$ cat src/core/cmdsel_pkg.sv
package cmdsel_pkg;

  // ---------------------------------------------------------------
  // Register map (byte addresses)
  // ---------------------------------------------------------------
  localparam logic [7:0] ADDR_MODE   = 8'h00;
  localparam logic [7:0] ADDR_FUNC   = 8'h04;
  localparam logic [7:0] ADDR_DECEL  = 8'h08;
  localparam logic [7:0] ADDR_FREQ   = 8'h0c;
  localparam logic [7:0] ADDR_STATUS = 8'h10;
  localparam logic [7:0] ADDR_IRQST  = 8'h14;
  localparam logic [7:0] ADDR_IRQMSK = 8'h18;
  localparam logic [7:0] ADDR_CTRL   = 8'h1c;

  // ---------------------------------------------------------------
  // Field positions and reset values
  // ---------------------------------------------------------------
  localparam int LINK_MODE_LSB = 0;
  localparam int FB_MODE_LSB   = 8;
  localparam int LINK_FUNC_LSB = 0;
  localparam int STOP_FUNC_LSB = 8;
  localparam logic [3:0]  LINK_MODE_MAX   = 4'h8;
  localparam logic [1:0]  FB_MODE_MAX     = 2'h3;
  localparam logic [7:0]  FUNC_STOP_CODE  = 8'h1e;  // Forced-stop function code 30
  localparam logic [7:0]  FUNC_LINK_CODE  = 8'h18;
  localparam logic [7:0]  FUNC_RST        = 8'h00;
  localparam logic [15:0] DECEL_RST       = 16'h0064;
  localparam logic [15:0] FREQ_RST        = 16'h0000;

  // Interrupt bits
  localparam int IRQ_SRC_CHG = 0;
  localparam int IRQ_ALARM   = 1;
  localparam int IRQ_W       = 2;

  // ---------------------------------------------------------------
  // Timing: one ramp tick every STEP_US microseconds
  // ---------------------------------------------------------------
  localparam int CLK_HZ       = 25000000;
  localparam int STEP_US      = 10;
  localparam int STEP_CYCLES  = (CLK_HZ / 1000000) * STEP_US;

  // Command source codes
  typedef enum logic [1:0] {
    CMDSEL_SRC_INT  = 2'b00,
    CMDSEL_SRC_STD  = 2'b01,
    CMDSEL_SRC_OPT  = 2'b10,
    CMDSEL_SRC_FBUS = 2'b11
  } cmdsel_src_t;

  // Forced-stop states
  typedef enum logic [1:0] {
    CMDSEL_ST_RUN   = 2'b00,
    CMDSEL_ST_DECEL = 2'b01,
    CMDSEL_ST_ALARM = 2'b10
  } cmdsel_state_t;

  // One command source bundle
  typedef struct packed {
    logic [15:0] freq;
    logic        run;
  } cmdsel_cmd_t;

endpackage

$ cat src/core/cmdsel_route.sv
`timescale 1ns/10ps
// Maps link and field bus mode settings onto the two command sources
module cmdsel_route (
  input  wire logic [3:0]           link_mode_select,
  input  wire logic [1:0]           fieldbus_mode_select,
  input  wire logic                 link_enable_input,
  output cmdsel_pkg::cmdsel_src_t   freq_src,
  output cmdsel_pkg::cmdsel_src_t   run_src
);

  // ---------------------------------------------------------------
  // Source decode
  // ---------------------------------------------------------------
  // Bad settings fall back to internal; safer than a stale remote source
  always_comb begin
    freq_src = cmdsel_pkg::CMDSEL_SRC_INT;
    run_src  = cmdsel_pkg::CMDSEL_SRC_INT;
    if (link_enable_input && link_mode_select <= cmdsel_pkg::LINK_MODE_MAX) begin
      case (link_mode_select)
        4'h1, 4'h3, 4'h7: freq_src = cmdsel_pkg::CMDSEL_SRC_STD;
        4'h4, 4'h5, 4'h8: freq_src = cmdsel_pkg::CMDSEL_SRC_OPT;
        default:          freq_src = cmdsel_pkg::CMDSEL_SRC_INT;
      endcase
      case (link_mode_select)
        4'h2, 4'h3, 4'h5: run_src = cmdsel_pkg::CMDSEL_SRC_STD;
        4'h6, 4'h7, 4'h8: run_src = cmdsel_pkg::CMDSEL_SRC_OPT;
        default:          run_src = cmdsel_pkg::CMDSEL_SRC_INT;
      endcase
      // Field bus overrides; mode 0 leaves link choice
      if (fieldbus_mode_select[0]) begin
        freq_src = cmdsel_pkg::CMDSEL_SRC_FBUS;
      end
      if (fieldbus_mode_select[1]) begin
        run_src = cmdsel_pkg::CMDSEL_SRC_FBUS;
      end
    end
    // Otherwise internal only
  end

endmodule

$ cat src/core/cmdsel_top.sv
`timescale 1ns/10ps
// Overview of operation
// - Link modes 0,2,6 give internal frequency; 1,3,7 give standard serial frequency.
// - Link modes 0,1,4 give internal run; 2,3,5 give standard serial run.
// - Option-card link gives frequency for 4,5,8 and run for 6,7,8.
// - Field bus mode 0 leaves both sources to the link mode.
// - Field bus mode 1 takes frequency, mode 2 takes run, from field bus.
// - Field bus mode 3 takes both commands from field bus for link modes 0 to 8.
// - Assigned link-enable input on makes both mode selections effective.
// - Link-enable input off forces internal sources for both commands.
// - Forced-stop input (function 30) on ramps output down over deceleration time.
// - Output reaching zero after forced stop enters alarm stop with alarm flag.
// - Internal sources are frequency selections or multistep, and keypad or terminals.
module cmdsel_top (
  input  wire logic                    core_clk,
  input  wire logic                    rst,
  // APB slave
  input  wire logic                    psel,
  input  wire logic                    penable,
  input  wire logic                    pwrite,
  input  wire logic [7:0]              paddr,
  input  wire logic [31:0]             pwdata,
  output logic      [31:0]             prdata,
  output logic                         pready,
  output logic                         pslverr,
  // Command sources, same clock domain
  input  wire cmdsel_pkg::cmdsel_cmd_t int_cmd,
  input  wire cmdsel_pkg::cmdsel_cmd_t std_cmd,
  input  wire cmdsel_pkg::cmdsel_cmd_t opt_cmd,
  input  wire cmdsel_pkg::cmdsel_cmd_t fbus_cmd,
  // Digital input terminals (pins)
  input  wire logic                    link_enable_pin,
  input  wire logic                    forced_stop_pin,
  // Outputs
  output logic      [15:0]             out_freq,
  output logic                         out_run,
  output logic                         alarm_stop,
  output logic                         irq
);

  // ---------------------------------------------------------------
  // Registers
  // ---------------------------------------------------------------
  logic [3:0]                link_mode_select_q;
  logic [1:0]                fieldbus_mode_select_q;
  localparam int IRQ_W_L = cmdsel_pkg::IRQ_W;
  logic [7:0]                link_func_q;
  logic [7:0]                stop_func_q;
  logic [15:0]               forced_stop_decel_time_q;
  logic [IRQ_W_L-1:0]        irq_stat_q;
  logic [IRQ_W_L-1:0]        irq_mask_q;
  logic                      alarm_clr;

  // Pin synchronisers
  logic [1:0]                link_sync_q;
  logic [1:0]                stop_sync_q;
  logic                      link_enable_input;
  logic                      forced_stop_on;

  // Routing and ramp
  cmdsel_pkg::cmdsel_src_t   freq_src;
  cmdsel_pkg::cmdsel_src_t   run_src;
  cmdsel_pkg::cmdsel_src_t   freq_src_q;
  cmdsel_pkg::cmdsel_src_t   run_src_q;
  cmdsel_pkg::cmdsel_state_t state_q;
  logic [15:0]               sel_freq;
  logic                      sel_run;
  logic [15:0]               ramp_q;
  logic [15:0]               step_cnt_q;
  logic [15:0]               ms_cnt_q;
  logic                      tick;
  logic                      stop_done;
  logic                      src_chg;

  logic                      wr_en;
  logic                      rd_en;
  logic                      addr_ok;

  // ---------------------------------------------------------------
  // APB decode
  // ---------------------------------------------------------------
  // Zero-wait slave: every access completes in its first access cycle
  assign pready = 1'b1;
  assign wr_en  = psel && penable && pwrite;
  assign rd_en  = psel && penable && !pwrite;
  always_comb begin
    case (paddr)
      cmdsel_pkg::ADDR_MODE, cmdsel_pkg::ADDR_FUNC, cmdsel_pkg::ADDR_DECEL,
      cmdsel_pkg::ADDR_FREQ, cmdsel_pkg::ADDR_STATUS, cmdsel_pkg::ADDR_IRQST,
      cmdsel_pkg::ADDR_IRQMSK, cmdsel_pkg::ADDR_CTRL: addr_ok = 1'b1;
      default: addr_ok = 1'b0;
    endcase
  end
  assign pslverr = psel && penable && !addr_ok;

  // Configuration writes
  always_ff @(posedge core_clk) begin
    if (rst) begin
      link_mode_select_q       <= 4'h0;
      fieldbus_mode_select_q   <= 2'h0;
      link_func_q              <= cmdsel_pkg::FUNC_RST;
      stop_func_q              <= cmdsel_pkg::FUNC_RST;
      forced_stop_decel_time_q <= cmdsel_pkg::DECEL_RST;
      irq_mask_q               <= '0;
    end else if (wr_en) begin
      case (paddr)
        cmdsel_pkg::ADDR_MODE: begin
          link_mode_select_q     <= pwdata[cmdsel_pkg::LINK_MODE_LSB +: 4];
          fieldbus_mode_select_q <= pwdata[cmdsel_pkg::FB_MODE_LSB +: 2];
        end
        cmdsel_pkg::ADDR_FUNC: begin
          link_func_q <= pwdata[cmdsel_pkg::LINK_FUNC_LSB +: 8];
          stop_func_q <= pwdata[cmdsel_pkg::STOP_FUNC_LSB +: 8];
        end
        cmdsel_pkg::ADDR_DECEL:  forced_stop_decel_time_q <= pwdata[15:0];
        cmdsel_pkg::ADDR_IRQMSK: irq_mask_q <= pwdata[IRQ_W_L-1:0];
        default: ;
      endcase
    end
  end

  // Writing one to bit 0 of the control word releases the alarm stop while the forced-stop input is off
  assign alarm_clr = wr_en && (paddr == cmdsel_pkg::ADDR_CTRL) && pwdata[0];

  // Read mux; data registered from the bus inputs is already stable
  always_comb begin
    prdata = 32'h0000_0000;
    if (rd_en) begin
      case (paddr)
        cmdsel_pkg::ADDR_MODE:   prdata = {22'h0, fieldbus_mode_select_q, 4'h0,
                                           link_mode_select_q};
        cmdsel_pkg::ADDR_FUNC:   prdata = {16'h0, stop_func_q, link_func_q};
        cmdsel_pkg::ADDR_DECEL:  prdata = {16'h0, forced_stop_decel_time_q};
        cmdsel_pkg::ADDR_FREQ:   prdata = {16'h0, out_freq};
        cmdsel_pkg::ADDR_STATUS: prdata = {24'h0, state_q, run_src_q, freq_src_q,
                                           link_enable_input, out_run};
        cmdsel_pkg::ADDR_IRQST:  prdata = {30'h0, irq_stat_q};
        cmdsel_pkg::ADDR_IRQMSK: prdata = {30'h0, irq_mask_q};
        default:                 prdata = 32'h0000_0000;
      endcase
    end
  end

  // ---------------------------------------------------------------
  // Pin synchronisers
  // ---------------------------------------------------------------
  always_ff @(posedge core_clk) begin
    if (rst) begin
      link_sync_q <= 2'b00;
      stop_sync_q <= 2'b00;
    end else begin
      link_sync_q <= {link_sync_q[0], link_enable_pin};
      stop_sync_q <= {stop_sync_q[0], forced_stop_pin};
    end
  end

  // Each function works only while assigned to its terminal
  assign link_enable_input = (link_func_q == cmdsel_pkg::FUNC_LINK_CODE) &&
                             link_sync_q[1];
  assign forced_stop_on    = (stop_func_q == cmdsel_pkg::FUNC_STOP_CODE) &&
                             stop_sync_q[1];

  // ---------------------------------------------------------------
  // Source routing
  // ---------------------------------------------------------------
  cmdsel_route u_route (
    .link_mode_select     (link_mode_select_q),
    .fieldbus_mode_select (fieldbus_mode_select_q),
    .link_enable_input    (link_enable_input),
    .freq_src             (freq_src),
    .run_src              (run_src)
  );

  // Source multiplexers
  always_comb begin
    case (freq_src_q)
      cmdsel_pkg::CMDSEL_SRC_STD:  sel_freq = std_cmd.freq;
      cmdsel_pkg::CMDSEL_SRC_OPT:  sel_freq = opt_cmd.freq;
      cmdsel_pkg::CMDSEL_SRC_FBUS: sel_freq = fbus_cmd.freq;
      default:                     sel_freq = int_cmd.freq;
    endcase
    case (run_src_q)
      cmdsel_pkg::CMDSEL_SRC_STD:  sel_run = std_cmd.run;
      cmdsel_pkg::CMDSEL_SRC_OPT:  sel_run = opt_cmd.run;
      cmdsel_pkg::CMDSEL_SRC_FBUS: sel_run = fbus_cmd.run;
      default:                     sel_run = int_cmd.run;
    endcase
  end

  always_ff @(posedge core_clk) begin
    if (rst) begin
      freq_src_q <= cmdsel_pkg::CMDSEL_SRC_INT;
      run_src_q  <= cmdsel_pkg::CMDSEL_SRC_INT;
    end else begin
      freq_src_q <= freq_src;
      run_src_q  <= run_src;
    end
  end
  assign src_chg = (freq_src != freq_src_q) || (run_src != run_src_q);

  // ---------------------------------------------------------------
  // Forced stop ramp
  // ---------------------------------------------------------------
  // Ramp drops one unit every decel-time-plus-one ticks, so zero is fastest
  assign tick      = (ms_cnt_q == 16'(cmdsel_pkg::STEP_CYCLES - 1));
  assign stop_done = (state_q == cmdsel_pkg::CMDSEL_ST_DECEL) && (ramp_q == 16'h0000);

  always_ff @(posedge core_clk) begin
    if (rst || state_q != cmdsel_pkg::CMDSEL_ST_DECEL || tick) begin
      ms_cnt_q <= 16'h0000;
    end else begin
      ms_cnt_q <= ms_cnt_q + 16'h0001;
    end
  end

  always_ff @(posedge core_clk) begin
    if (rst) begin
      state_q    <= cmdsel_pkg::CMDSEL_ST_RUN;
      ramp_q     <= cmdsel_pkg::FREQ_RST;
      step_cnt_q <= 16'h0000;
    end else begin
      case (state_q)
        cmdsel_pkg::CMDSEL_ST_RUN: begin
          ramp_q     <= sel_run ? sel_freq : 16'h0000;
          step_cnt_q <= 16'h0000;
          if (forced_stop_on) begin
            state_q <= cmdsel_pkg::CMDSEL_ST_DECEL;
          end
        end
        cmdsel_pkg::CMDSEL_ST_DECEL: begin
          if (ramp_q == 16'h0000) begin
            state_q <= cmdsel_pkg::CMDSEL_ST_ALARM;
          end else if (tick) begin
            if (step_cnt_q >= forced_stop_decel_time_q) begin
              step_cnt_q <= 16'h0000;
              ramp_q     <= ramp_q - 16'h0001;
            end else begin
              step_cnt_q <= step_cnt_q + 16'h0001;
            end
          end
        end
        cmdsel_pkg::CMDSEL_ST_ALARM: begin
          ramp_q <= 16'h0000;
          if (alarm_clr && !forced_stop_on) begin
            state_q <= cmdsel_pkg::CMDSEL_ST_RUN;
          end
        end
        default: state_q <= cmdsel_pkg::CMDSEL_ST_RUN;
      endcase
    end
  end

  assign out_freq   = ramp_q;
  assign out_run    = (state_q == cmdsel_pkg::CMDSEL_ST_RUN) && sel_run;
  assign alarm_stop = (state_q == cmdsel_pkg::CMDSEL_ST_ALARM);

  // ---------------------------------------------------------------
  // Interrupts
  // ---------------------------------------------------------------
  // Set wins over a same-cycle write-one-to-clear
  always_ff @(posedge core_clk) begin
    if (rst) begin
      irq_stat_q <= '0;
    end else begin
      irq_stat_q[cmdsel_pkg::IRQ_SRC_CHG] <= src_chg ||
        (irq_stat_q[cmdsel_pkg::IRQ_SRC_CHG] &&
         !(wr_en && paddr == cmdsel_pkg::ADDR_IRQST && pwdata[cmdsel_pkg::IRQ_SRC_CHG]));
      irq_stat_q[cmdsel_pkg::IRQ_ALARM] <= stop_done ||
        (irq_stat_q[cmdsel_pkg::IRQ_ALARM] &&
         !(wr_en && paddr == cmdsel_pkg::ADDR_IRQST && pwdata[cmdsel_pkg::IRQ_ALARM]));
    end
  end
  assign irq = |(irq_stat_q & irq_mask_q);

  // ---------------------------------------------------------------
  // Assertions
  // ---------------------------------------------------------------
  AST_LINK_OFF_INTERNAL: assert property (@(posedge core_clk) disable iff (rst)
    !link_enable_input |=> (freq_src_q == cmdsel_pkg::CMDSEL_SRC_INT &&
                            run_src_q == cmdsel_pkg::CMDSEL_SRC_INT))
    else $error("Sources not internal with link disabled");
  AST_BAD_MODE: assert property (@(posedge core_clk) disable iff (rst)
    (link_mode_select_q > cmdsel_pkg::LINK_MODE_MAX) |-> (freq_src == cmdsel_pkg::CMDSEL_SRC_INT))
    else $error("Out-of-range link mode not internal");
  AST_FB_BOTH: assert property (@(posedge core_clk) disable iff (rst)
    (link_enable_input && fieldbus_mode_select_q == cmdsel_pkg::FB_MODE_MAX &&
     link_mode_select_q <= cmdsel_pkg::LINK_MODE_MAX)
    |-> (freq_src == cmdsel_pkg::CMDSEL_SRC_FBUS && run_src == cmdsel_pkg::CMDSEL_SRC_FBUS))
    else $error("Field bus mode 3 not routing both");
  AST_STD_FREQ: assert property (@(posedge core_clk) disable iff (rst)
    (link_enable_input && fieldbus_mode_select_q == 2'h0 && link_mode_select_q == 4'h7)
    |-> (freq_src == cmdsel_pkg::CMDSEL_SRC_STD && run_src == cmdsel_pkg::CMDSEL_SRC_OPT))
    else $error("Link mode 7 routed wrongly");
  AST_STD_RUN: assert property (@(posedge core_clk) disable iff (rst)
    (link_enable_input && fieldbus_mode_select_q == 2'h1 && link_mode_select_q == 4'h5)
    |-> (freq_src == cmdsel_pkg::CMDSEL_SRC_FBUS && run_src == cmdsel_pkg::CMDSEL_SRC_STD))
    else $error("Mixed mode routed wrongly");
  AST_STOP_ENTER: assert property (@(posedge core_clk) disable iff (rst)
    (state_q == cmdsel_pkg::CMDSEL_ST_RUN && forced_stop_on)
    |=> (state_q == cmdsel_pkg::CMDSEL_ST_DECEL && !out_run))
    else $error("Forced stop did not start deceleration");
  AST_RAMP_DOWN: assert property (@(posedge core_clk) disable iff (rst)
    (state_q == cmdsel_pkg::CMDSEL_ST_DECEL && $past(state_q) == cmdsel_pkg::CMDSEL_ST_DECEL)
    |-> (ramp_q <= $past(ramp_q)))
    else $error("Frequency rose during forced stop");
  AST_ALARM_AFTER: assert property (@(posedge core_clk) disable iff (rst)
    stop_done |=> (alarm_stop && irq_stat_q[cmdsel_pkg::IRQ_ALARM]))
    else $error("No alarm after forced stop");
endmodule

$ cat config.mk
export PLATFORM = sky130hd
export DESIGN_NAME = cmdsel_top
export DESIGN_NICKNAME = d
export VERILOG_FILES = /design/src/core/cmdsel_pkg.sv /design/src/core/cmdsel_route.sv /design/src/core/cmdsel_top.sv
export SDC_FILE = /design/constraint.sdc
export NUM_CORES = 1
export LEC_CHECK = 0
export BUFFER_PORTS_ARGS = -buffer_cell sky130_fd_sc_hd__buf_2
export CELL_PAD_IN_SITES_DETAIL_PLACEMENT = 1
export CELL_PAD_IN_SITES_GLOBAL_PLACEMENT = 1
export CORE_MARGIN = 8
export CORE_UTILIZATION = 34
export CTS_CLUSTER_DIAMETER = 200
export DETAILED_ROUTE_END_ITERATION = 8
export GPL_TIMING_DRIVEN = 0
export PLACE_DENSITY = 0.75
export RECOVER_POWER = 50
export SYNTH_ARGS = -nofsm -noshare
export SYNTH_HDL_FRONTEND = slang
export SYNTH_SLANG_ARGS = --single-unit
$ cat constraint.sdc
create_clock -name core_clk -period 5.3 [get_ports core_clk]
set_clock_uncertainty 0.05 [all_clocks]
set_input_delay 0.265 -clock core_clk [delete_from_list [all_inputs] [get_ports core_clk]]
set_output_delay 0.265 -clock core_clk [all_outputs]
set_load 0.05 [all_outputs]
# After elaboration in Yosys (flattened, before gate mapping)
# Memory sizes are Yosys's and may differ from the RTL's.
# Cells that the tools add are included.
op_classes:
  addsub: 3
  order_cmp: 2
  eq_ne: 35
  mux: 24
  bitwise_logic: 1
  reduce_logical: 45
ops:
  columns: ["cell", "count"]
  rows:
  - ["16-bit 2-to-1 mux", 8]
  - ["16-bit one-hot mux with 7 select lines", 1]
  - ["16-bit one-hot mux with 3 select lines", 2]
  - ["8-bit by 5-bit == test with 1-bit output (second input constant)", 6]
  - ["16-bit by 1-bit adder with 16-bit output (second input constant)", 2]
  - ["16-bit one-hot mux with 2 select lines", 1]
  - ["1-bit logical AND", 17]
  - ["16-bit by 8-bit == test with 1-bit output (second input constant)", 1]
  - ["4-bit by 3-bit == test with 1-bit output (second input constant)", 4]
  - ["8-bit by 4-bit == test with 1-bit output (second input constant)", 2]
  - ["16-bit >= comparator", 1]
  - ["16-bit zero test", 1]
  - ["16-bit by 1-bit subtractor with 16-bit output (second input constant)", 1]
  - ["2-bit 2-to-1 mux", 7]
  - ["3-bit OR reduction", 4]
  - ["2-bit == test (second input constant)", 5]
  - ["4-bit by 2-bit == test with 1-bit output (second input constant)", 2]
  - ["8-bit by 3-bit == test with 1-bit output (second input constant)", 1]
  - ["8-bit zero test", 1]
  - ["2-bit by 1-bit inequality test with 1-bit output (second input constant)", 4]
  - ["2-bit one-hot mux with 2 select lines", 2]
  - ["2-bit AND reduction", 4]
  - ["2-bit by 1-bit == test with 1-bit output (second input constant)", 3]
  - ["2-bit inequality test (second input constant)", 3]
  - ["17 further kinds", 27]
totals:
  reg_bits: 100
  romBits: 32
  in_bits: 115
  out_inout_bits: 53
  word_cells: 126
  n_memories: 1
memory_table:
  columns: ["name", "depth", "width", "read_ports", "rd_clocked_by_memory_dff", "write_ports", "line_no", "rtl"]
  rows:
  - ["(no name shown)", 32, 1, 1, 0, 0, "cmdsel_top.sv:87", "case (paddr)"]

# Logic depth before layout (Yosys ltp)
# Gate-level depths: netlist of run 1.
logic_depth:
  depth_word: 8
  mapped_depth: 10
  depth_no_buf: 8

# Modules after synthesis
# From an unflattened synthesis of run 1, not the netlist that was laid out.
hier_totals:
  hier_cells: 718
  hier_area_um2: 6134.6
by_module_without_submodules:
  columns: ["module", "instances", "cells_each", "area_per_inst_um2", "seq_area_each_um2"]
  rows:
  - ["cmdsel_top", 1, 699, 6025.8, 2001.9]
  - ["cmdsel_route", 1, 19, 108.9, 0.0]

# Worst setup path after synthesis of run 1
# Ideal clock, no wire load.
synth_path:
  path_kind: "input-to-output"
  startpoint: "input paddr[4]"
  endpoint: "output prdata[1]"
  arrival_time_ns: 2.548
  required_time_ns: 4.985
  path_slack_ns: 2.437
  path_stages: 6
  n_path_buf: 1
  cell_sequence: "or4_1 -> or2_2 -> nor2_1 -> clkbuf_1 -> a222oi_1 -> a21oi_1"
synth_via:
  elab_chain_cells: 3
  word_cells_on_any_way: 9
  cone_classes: "6 x eq/ne; 2 x mux; 1 x reduce/logical"
synth_lines:
  columns: ["element", "line_no", "rtl"]
  rows:
  - ["from (decl)", "cmdsel_top.sv:21", "input wire logic [7:0] paddr,"]
  - ["8-bit by 5-bit == test with 1-bit output (tied with other cells)", "cmdsel_top.sv:129", "case (paddr)"]
  - ["16-bit one-hot mux with 7 select lines (*)", "cmdsel_top.sv:129", null]
  - ["16-bit 2-to-1 mux (*)", "cmdsel_top.sv:128", "if (rd_en) begin"]
  - ["to (decl)", "cmdsel_top.sv:23", "output logic [31:0] prdata,"]
# Mark *: on every way between the ends. The rest lies on a longest branch, timed or not.

# Final worst setup path of run 1
layout_path:
  startpoint: "input paddr[4]"
  endpoint: "output prdata[7]"
# The elaborated chain is that of the path after synthesis.

==> results of run 1 <==
registers in the layout, indices dropped and copies added, names as in the netlist:
name                      flops
step_cnt_q                   16
freq_src_q                    2
stop_func_q                   8
ms_cnt_q                     16
stop_sync_q                   2
forced_stop_decel_time_q     16
irq_mask_q                    2
run_src_q                     2
link_mode_select_q            4
link_sync_q                   2
fieldbus_mode_select_q        2
link_func_q                   8
out_freq                     16
irq_stat_q                    2
state_q                       2
synth_stat cells, drive strengths merged (3+ instances only):
master / count
dfxtp: 100
clkbuf: 30
or3: 3
and4: 4
and3: 3
nor2: 80
a21o: 3
a211oi: 4
buf: 28
nor2b: 7
nand4: 10
o41ai: 3
o211a: 6
mux4: 17
a22oi: 4
and2: 6
inv: 43
nor4: 6
mux2i: 8
o221ai: 6
or2: 5
ha: 25
nand3: 54
o22ai: 3
a221oi: 3
nand2: 79
xor2: 14
nand2b: 6
nor3b: 4
o21ai: 20
a222oi: 14
or4: 6
a21oi: 60
xnor2: 20
a32o: 5
nor3: 17
worst max-delay path by stage:
| stage | cells past startpoint | start | end |
|---|---|---|---|
| floorplan | 6 | paddr[4] | prdata[1] |
| global placement | 8 | paddr[4] | prdata[7] |
| detailed placement | 8 | paddr[4] | prdata[7] |
| CTS | 8 | paddr[4] | prdata[7] |
| global route | 7 | ms_cnt_q[13] | out_freq[10] |
| finish | 8 | paddr[4] | prdata[7] |
logic make-up (layout without fill, tap and decap cells):
| group | Yosys count | count (layout) | share of synthesized area (%) |
|---|---|---|---|
| AOI/OAI and AO/OA | 154 | 154 | 18.1 |
| xor gates and xnor gates | 34 | 34 | 4.92 |
| adders and majority gates | 25 | 25 | 5.17 |
| buffers and inverters | 101 | 250 | 7.63 |
| DFF | 100 | 100 | 33.1 |
| muxes | 25 | 25 | 7.65 |
| other | 2 | 17 | 0.124 |
| and+or+nand+nor | 296 | 296 | 23.3 |
routing by layer:
layer  routed length, um  GRT usage (%)  vias up
li1                    -              -     2949
met1                9650           25.2     2995
met2               10600           32.9      205
met3                1290           4.95       29
met4                 378           5.25        0
met5                   0              0        -
power by group through the flow:
stage | Sequential (W) | Clock (W) | Combinational [W]
after floorplan | 0.000977 | 0 | 0.000577
after global placement | 0.000893 | 0 | 0.000930
after detailed placement | 0.000893 | 0 | 0.000941
after CTS | 0.000875 | 0.000723 | 0.000944
after global routing | 0.000884 | 0.000754 | 0.00102
final | 0.000878 | 0.000711 | 0.000930
layout make-up:
cell class | count | area (sq um) | area share [%]
Timing Repair Buffer | 134 | 644 | 8.80
Multi-Input combinational cell | 551 | 3630 | 49.5
Buffer | 58 | 299 | 4.08
Tap cell | 225 | 282 | 3.84
Clock buffer | 9 | 225 | 3.08
Clock inverter | 6 | 83.8 | 1.14
Inverter | 43 | 161 | 2.20
Sequential cell | 100 | 2000 | 27.3
cell usage in the layout (no fill, tap or decap), types with 4 or more instances in the layout:
cell type,instances
sky130_fd_sc_hd__xnor2_1,20
sky130_fd_sc_hd__ha_1,25
sky130_fd_sc_hd__o221ai_1,6
sky130_fd_sc_hd__o211a_1,6
sky130_fd_sc_hd__clkbuf_1,53
sky130_fd_sc_hd__inv_1,43
sky130_fd_sc_hd__a21oi_1,60
sky130_fd_sc_hd__nor3b_1,4
sky130_fd_sc_hd__buf_4,18
sky130_fd_sc_hd__mux2i_1,8
sky130_fd_sc_hd__xor2_1,14
sky130_fd_sc_hd__a222oi_1,14
sky130_fd_sc_hd__or2_2,5
sky130_fd_sc_hd__mux4_2,17
sky130_fd_sc_hd__buf_2,118
sky130_fd_sc_hd__o21ai_0,18
sky130_fd_sc_hd__a22oi_1,4
sky130_fd_sc_hd__conb_1,17
sky130_fd_sc_hd__nor2_1,79
sky130_fd_sc_hd__nor4_1,6
sky130_fd_sc_hd__nor3_1,17
sky130_fd_sc_hd__nand2_1,79
sky130_fd_sc_hd__clkbuf_16,9
sky130_fd_sc_hd__nor2b_1,7
sky130_fd_sc_hd__a32o_1,5
sky130_fd_sc_hd__dfxtp_1,100
sky130_fd_sc_hd__nand4_1,10
sky130_fd_sc_hd__or4_1,5
sky130_fd_sc_hd__nand2b_1,6
sky130_fd_sc_hd__nand3_1,54
sky130_fd_sc_hd__and4_1,4
through the flow:
stage | worst slack, ns | std cells | hold WS, ns
after floorplan | 2.44 | 752 | 0.343
final | 2.12 | 1126 | 0.0814
after global routing | 1.99 | 1126 | 0.0830
after CTS | 2.21 | 1126 | 0.0721
after global placement | 2.29 | 1111 | 0.374
after detailed placement | 2.28 | 1111 | 0.392
==> impl_metrics.toml, run 1 <==
[outcome]
status = "finished clean"

[synthesis]
edff_count_synth = 0
ys_async_sr_fraction_pct = 0
primary_flip_flop_cell_chosen_by_synthesis_mapping = "sky130_fd_sc_hd__dfxtp_1"
synth-seq-cells = 100
postSynthCellCount = 737
synth.cell_area_sq_mm = 0.00605
share_of_the_synthesized_area_in_the_top_cell_type_pct = 33.1
yosysSeqAreaShare_pct = 33.1
post_synth_num_cell_types = 69
synthesis.area_per_instance_sq_um = 8.21
ys_top_cells_by_area = "sky130_fd_sc_hd__dfxtp_1 (33%), sky130_fd_sc_hd__mux4_2 (6.3%), sky130_fd_sc_hd__ha_1 (5.2%), sky130_fd_sc_hd__a21oi_1 (5.0%), sky130_fd_sc_hd__nand2_1 (4.9%)"
netlist.top_cell.by_area = "sky130_fd_sc_hd__dfxtp_1"
yosysWarnings = 0

[layout]
post-route-cell-area_sq_mm = 0.00732
final_layout_size_suffix_gt1_share_pct = 20.1
area.growth.synth_to_final_pct = 21.0
final_nets = 1037
fin_util_pct = 42.2
total_inserted_antenna_cells = 0
num-fill-cells = 2173

[place]
dpl.hpwl_um = 17300
port-buffer-count = 134
routabilityCongestion = 0.922
placed_area_sq_mm = 0.00706

[worst_hold_path]
hold_path_startpoint = "forced_stop_pin"
hp-class = "primary input to flip-flop"
holdPathEnd = "stop_sync_q[0]"
min_path_cells = 2

[drt]
detailroute.via_count = 6178
routed_wirelength_um = 21900
vias_per_cell = 5.49
detail_route.iter0.violations = 390
dr.pass1.iters = 5
routedWlPerCell_um = 19.5
drc_errors = 0
antenna_left = 0

[floorplan]
core_sq_mm = 0.0174
fp-row-count = 48
pin_count = 168
die_area_sq_mm = 0.0223
die_w_um = 149
floorplan.die.height_um = 149
start_util_pct = 34.9

[critical_path]
path_delay_family = "simple AND/OR/NAND/NOR gates"
timing.critical_path.cells = "clkbuf_1 -> or4_1 -> or2_2 -> nor2_1 -> clkbuf_1 -> nand2_1 -> a21oi_1 -> buf_2"
timing.rr.end = "out_freq[15]"
endpoint_kind = "primary output"
cp_slowest_cell = "sky130_fd_sc_hd__or4_1"
crit_arrival_ns = 2.87
worst_ep_required_time_ns = 4.99
worst_reg2reg_setup_slack_ns = 2.19
worst_r2r_startpoint = "ms_cnt_q[13]"
worst_setup_path_start_kind = "primary input"
timing.critical_path.mode_cell = "sky130_fd_sc_hd__clkbuf_1"
number_of_buffer_and_inverter_stages_on_the_critical_path = 3
worstSetupPathType = "primary input to primary output"
worstPathMaxFanout = 10
slowest_delay_ns = 0.63
ff2ff_path_depth = 7

[timing]
slew_viol_final = 0
fmax_ghz = 0.314
timing.final.hold_violations = 0
final-setup-viol-count = 0
timing.final.crit_share_pct = 60.0
max-slew-margin-rel_pct = 40.1
grt_setup_unrepaired = "no"
tightest_slew_ns = 0.891
timing.setup.tns_ns = 0
min_period_ns = 3.18

[clocking]
clock_latency_ns = 0.37
clkSlewWorstSetupHoldPaths_ns = 0.08
ctsHoldBuffers = 0
clock_sinks = 100
cts_repair_resize_count = 0
clock_tree.htree_level_count = 3
clock_tree.root_cell = "sky130_fd_sc_hd__clkbuf_16"
cts.path.max_buffers = 2
cts_tree = "done"
cts_inserted_buffers = 9
postCtsSetupBuffers = 0

[power_and_ir_drop]
switching_power_w = 0.00104
combPwrFrac_pct = 36.9
ir_drop_uv = 196
p_per_area_mw_per_mm2 = 344
fin_total_pwr_w = 0.00252
power.internal_w = 0.00147
lkg_pwr_nw = 2.77
sw_frac_of_total_pct = 41.5
seq_power_share_pct = 34.9
power.clock.fraction_pct = 28.2

[flow_run]
maxCapViolCount = 0

[global_routing]
leftover_overflow_at_the_end_of_global_routing = 0
largest_net_degree_at_the_start_of_global_routing = 19
grt_use_total_pct = 19.8
initial_antenna_violation_count = 0
grt_pass1_vias = 6417
first_pass_grt_wire_length_um = 34700
No activity file was read; power rests on OpenSTA's default activity.
==> run 2: changes to the inputs <==
Clock period 5.3 ns to 2.95 ns, I/O delays scaled along.
==> run 2 against run 1 <==
Compared with the run above: first-iteration DRC count increased by 6.4%; sequential share of layout area is 0.53 points lower; sequential power increased by 80%; non-clock buffer count grew 11; combinational power rose by 84%; via count up 0.89%; clock-buffer cell count is the same; final area grew 2.0%; critical path type unchanged; largest cell class unchanged.
==> impl_metrics.toml, run 2 (synthesis gave the netlist of run 1 again) <==
[power_and_ir_drop]
fin_total_pwr_w = 0.00457
power.clock.fraction_pct = 28.0
ir_drop_uv = 354
combPwrFrac_pct = 37.5
p_per_area_mw_per_mm2 = 613
seq_power_share_pct = 34.6
sw_frac_of_total_pct = 41.5
lkg_pwr_nw = 2.82
power.internal_w = 0.00268
switching_power_w = 0.00190

[layout]
num-fill-cells = 2158
mostFrequentLayoutCell = "sky130_fd_sc_hd__buf_2"
total_inserted_antenna_cells = 0
final_nets = 1048
multiInputGateArea_sq_mm = 0.00366
ff_latch_area_sq_mm = 0.00200
most_frequent_cells_in_the_layout = "sky130_fd_sc_hd__buf_2 (118), sky130_fd_sc_hd__dfxtp_1 (100), sky130_fd_sc_hd__nor2_1 (79), sky130_fd_sc_hd__nand2_1 (79), sky130_fd_sc_hd__a21oi_1 (60)"
layout.cells.non_filler = 1137
area.growth.synth_to_final_pct = 23.4
final_layout_size_suffix_gt1_share_pct = 20.2

[timing]
min_period_ns = 2.86
slew_viol_final = 0
timing.final.hold_violations = 0
final-setup-viol-count = 0
tightest_slew_ns = 0.795
timing.setup.tns_ns = 0
fmax_ghz = 0.350
timing.final.crit_share_pct = 96.8
holdWs_ns = 0.00707
grt_setup_unrepaired = "no"
max-slew-margin-rel_pct = 47.0

[global_routing]
largest_net_degree_at_the_start_of_global_routing = 19
grt_use_total_pct = 19.9
leftover_overflow_at_the_end_of_global_routing = 0
first_pass_grt_wire_length_um = 34900
grt_pass1_vias = 6466
initial_antenna_violation_count = 0

[outcome]
status = "finished clean"

[clocking]
cts.path.max_buffers = 2
cts_inserted_buffers = 9
clock_tree.htree_level_count = 3
cts_tree = "done"
clock_sinks = 100
clock_tree.root_cell = "sky130_fd_sc_hd__clkbuf_16"
clkSlewWorstSetupHoldPaths_ns = 0.07
clock_latency_ns = 0.37
postCtsSetupBuffers = 0

[place]
dpl.hpwl_um = 17300
routabilityCongestion = 0.922
port-buffer-count = 134
place.detailed.instances = 1111

[flow_run]
maxCapViolCount = 0

[drt]
drc_errors = 0
antenna_left = 0
dr.pass1.iters = 5
routedWlPerCell_um = 19.4
detailroute.via_count = 6233
vias_per_cell = 5.48
routed_wirelength_um = 22000
detail_route.iter0.violations = 415

[critical_path]
endpoint_kind = "primary output"
worst_ep_required_time_ns = 2.75
crit_arrival_ns = 2.66
worst_setup_path_start_kind = "primary input"
worstPathMaxFanout = 10
worstSetupPathType = "primary input to primary output"

[floorplan]
floorplan.die.height_um = 149
die_area_sq_mm = 0.0223
die_w_um = 149
core_sq_mm = 0.0174
start_util_pct = 34.9
pin_count = 168
fp-row-count = 48

[worst_hold_path]
hp-class = "primary input to flip-flop"
[run 2: worst max-delay path, cell delays in order]
cell and delay (ns):
sky130_fd_sc_hd__buf_2 0.15, sky130_fd_sc_hd__or4_1 0.60, sky130_fd_sc_hd__or2_2 0.37, sky130_fd_sc_hd__nor2_1 0.22
sky130_fd_sc_hd__buf_1 0.42, sky130_fd_sc_hd__a222oi_1 0.21, sky130_fd_sc_hd__nor2_1 0.22, sky130_fd_sc_hd__buf_2 0.31
[run 2: through the flow]
| stage | setup slack, ns | instance area (sq um) | utilization, % |
|---|---|---|---|
| 5_1_grt | 0.0129 | 7470 | 43.0 |
| 6_report | 0.0947 | 7470 | 43.0 |
| 2_1_floorplan | 0.322 | 6110 | - |
| 3_5_place_dp | 0.102 | 7060 | 40.7 |
| 3_3_place_gp | 0.135 | 7060 | 40.7 |
| 4_1_cts | 0.0966 | 7480 | 43.1 |
[run 2: timing repair]
item,CTS,global route
setup endpoints to repair,0,11
hold buffers,11,0
resized for setup,0,5
endpoints found under the hold margin,15,0
[run 2: final timing paths]
check	end	slack (ns)	start	cells past startpoint
min reg2reg	link_sync_q[1]	0.41	link_sync_q[0]	1
min	forced_stop_decel_time_q[15]	0.007	pwdata[15]	3
max	prdata[10]	0.09	paddr[4]	8
max reg2reg	out_freq[15]	0.14	forced_stop_decel_time_q[15]	9
[run 2: cell type report]
| class | instances | share of cell area (%) |
|---|---|---|
| multi-input cells | 551 | 49.0 |
| flip-flops and latches | 100 | 26.8 |
| repair buffers | 145 | 10.1 |
| plain buffers | 58 | 4.00 |
| well taps | 225 | 3.77 |
| clock buffers | 9 | 3.02 |
| inverters | 43 | 2.16 |
| clock inverters | 6 | 1.12 |
[run 2: power groups by stage]
stage	clock (W)	sequential, W	combinational, W
global route	0.00135	0.00159	0.00187
CTS	0.00130	0.00157	0.00171
global placement	0	0.00160	0.00167
finish	0.00128	0.00158	0.00171
detailed placement	0	0.00160	0.00169
floorplan	0	0.00176	0.00104
[run 2: layer usage]
metal  track usage, %  part of all wire (%)
met5                0                     0
met3             5.23                   6.0
met1             25.0                    44
met4             5.00                   1.7
met2             33.1                    49
==> run 3: changes to the inputs <==
Settings changed: CORE_MARGIN 8 to 5, CTS_BUF_LIST set to sky130_fd_sc_hd__clkbuf_8.
==> run 3 against run 2 <==
Compared with the run above: first-iteration DRC count rose by 2.2%; non-clock buffer count rose by 7; global-route usage rose by 1.2 points; flip-flop and latch count did not move; routed wire length fell by 1.6%; clock-buffer cell count did not move; sequential share of layout area rose by 0.14 points; total power fell by 6.9%; clock power fell by 25%; final area fell by 0.50%; critical endpoint is now out_freq[15]; largest power group unchanged.
==> impl_metrics.toml, run 3 (synthesis gave the netlist of run 1 again) <==
[outcome]
status = "finished clean"

[floorplan]
die_area_sq_mm = 0.0206
fp-row-count = 48
floorplan.die.height_um = 143
die_w_um = 143
core_sq_mm = 0.0174
start_util_pct = 34.9
pin_count = 168

[power_and_ir_drop]
p_per_area_mw_per_mm2 = 573
ir_drop_uv = 286
fin_total_pwr_w = 0.00426
lkg_pwr_nw = 2.81

[global_routing]
grt_pass1_vias = 6354
leftover_overflow_at_the_end_of_global_routing = 0
first_pass_grt_wire_length_um = 34000
largest_net_degree_at_the_start_of_global_routing = 19
initial_antenna_violation_count = 0
grt_use_total_pct = 21.1

[layout]
total_inserted_antenna_cells = 0
most_frequent_cells_in_the_layout = "sky130_fd_sc_hd__buf_2 (120), sky130_fd_sc_hd__dfxtp_1 (100), sky130_fd_sc_hd__nor2_1 (79), sky130_fd_sc_hd__nand2_1 (79), sky130_fd_sc_hd__a21oi_1 (60)"
area.growth.synth_to_final_pct = 22.8
final_nets = 1055
mostFrequentLayoutCell = "sky130_fd_sc_hd__buf_2"
post-route-cell-area_sq_mm = 0.00743
layout.cells.non_filler = 1144
final_layout_size_suffix_gt1_share_pct = 20.2

[critical_path]
path_delay_family = "compound AO/OA/AOI/OAI gates"
slowest_delay_ns = 0.45
path_depth = 9
timing.critical_path.cells = "inv_1 -> ha_1 -> nand4_1 -> or3_1 -> o311a_1 -> a211oi_4 -> buf_2 -> o221ai_1 -> o211a_1"
number_of_buffer_and_inverter_stages_on_the_critical_path = 2
worstPathMaxFanout = 10
ff2ff_path_depth = 9
worstSetupPathType = "flip-flop to flip-flop"
crit_start = "forced_stop_decel_time_q[15]"
endpoint_kind = "flip-flop"
worst_reg2reg_setup_slack_ns = 0.12
crit_arrival_ns = 3.08
crit_end = "out_freq[15]"
cp_slowest_cell = "sky130_fd_sc_hd__dfxtp_1"
worst_setup_path_start_kind = "flip-flop"
timing.rr.end = "out_freq[15]"
worst_r2r_startpoint = "forced_stop_decel_time_q[15]"
worst_ep_required_time_ns = 3.20

[clocking]
cts_tree = "done"
clock_sinks = 100
clock_tree.root_cell = "sky130_fd_sc_hd__clkbuf_8"
clkSlewWorstSetupHoldPaths_ns = 0.11
clock_latency_ns = 0.40
cts_inserted_buffers = 9
clock_tree.htree_level_count = 3
cts.path.max_buffers = 2

[drt]
antenna_left = 0
detail_route.iter0.violations = 424
detailroute.via_count = 6161
dr.pass1.iters = 5
vias_per_cell = 5.39
routedWlPerCell_um = 18.9
routed_wirelength_um = 21700
drc_errors = 0

[timing]
fmax_ghz = 0.353
timing.final.hold_violations = 0
tightest_slew_ns = 0.885
max-slew-margin-rel_pct = 40.4
slew_viol_final = 0
timing.final.crit_share_pct = 96.1
final-setup-viol-count = 0
timing.setup.tns_ns = 0
min_period_ns = 2.83
holdWs_ns = 0.300

[place]
placed_area_sq_mm = 0.00706
dpl.hpwl_um = 17000
port-buffer-count = 134
place.detailed.instances = 1111
routabilityCongestion = 0.889

[worst_hold_path]
hold_path_startpoint = "rst"
hp-class = "primary input to flip-flop"

[flow_run]
maxCapViolCount = 0
[run 3: cell types whose count changed in the layout (fill, tap and decap cells not counted)]
cell,previous run,this run
sky130_fd_sc_hd__dlygate4sd3_1,11,18
sky130_fd_sc_hd__inv_6,1,3
sky130_fd_sc_hd__clkbuf_8,0,9
sky130_fd_sc_hd__buf_1,3,2
sky130_fd_sc_hd__nor4_2,1,0
sky130_fd_sc_hd__clkbuf_2,1,2
sky130_fd_sc_hd__clkbuf_16,9,0
sky130_fd_sc_hd__buf_2,118,120
sky130_fd_sc_hd__clkinvlp_4,0,1
sky130_fd_sc_hd__clkinv_4,2,0
sky130_fd_sc_hd__inv_8,1,0
sky130_fd_sc_hd__nor4_1,5,6
sky130_fd_sc_hd__clkbuf_1,51,49
[run 3: worst min-delay path by stage]
stage / end / cells past startpoint / slack (ns)
5_1_grt: irq_mask_q[0] / 6 / 0.31
4_1_cts: irq_mask_q[0] / 6 / 0.29
6_report: ms_cnt_q[4] / 5 / 0.30
3_3_place_gp: link_sync_q[0] / 2 / 0.31
2_1_floorplan: link_sync_q[0] / 1 / 0.23
3_5_place_dp: link_sync_q[0] / 2 / 0.32
[run 3: worst register-to-register path, cell delays in order, from the launching register on]
cell and delay, ns:
sky130_fd_sc_hd__dfxtp_1 0.45, sky130_fd_sc_hd__inv_1 0.08, sky130_fd_sc_hd__ha_1 0.29, sky130_fd_sc_hd__nand4_1 0.13, sky130_fd_sc_hd__or3_1 0.39, sky130_fd_sc_hd__o311a_1 0.35
sky130_fd_sc_hd__a211oi_4 0.35, sky130_fd_sc_hd__buf_2 0.31, sky130_fd_sc_hd__o221ai_1 0.17, sky130_fd_sc_hd__o211a_1 0.16
[run 3: final cells by class]
type	count	area [sq um]
Tap cell	225	282
Clock buffer	9	124
Multi-Input combinational cell	551	3650
Inverter	43	161
Clock inverter	6	80.1
Timing Repair Buffer	152	827
Sequential cell	100	2000
Buffer	58	302
Fill cell	2135	9930
[run 3: repair_timing]
| item | 4_1_cts | 5_1_grt |
|---|---|---|
| endpoints found under the hold margin | 38 | 0 |
| setup endpoints to repair | 0 | 7 |
| hold buffers | 18 | 0 |
| resized for setup | 0 | 5 |
| buffers inserted | 0 | 0 |
[run 3: through the flow]
step	setup WS [ns]	utilization, %
3_5_place_dp	0.111	40.7
5_1_grt	-0.000645	42.8
6_report	0.116	42.8
2_1_floorplan	0.322	-
3_3_place_gp	0.132	40.7
4_1_cts	0.0872	42.9
[run 3: metal layers]
layer	vias up	share of wire, %	track usage, %	routed length [um]
met5	-	0	0	0
met4	0	1.6	5.00	350
met3	31	4.9	4.73	1070
met2	165	49	36.1	10700
met1	2992	44	27.0	9550
li1	2973	-	-	-
[run 3: report_power, final]
group,switching (W),total (W),internal [W]
Sequential,0.000146,0.00158,0.00143
Combinational,0.00115,0.00173,0.000580
Clock,0.000552,0.000956,0.000404
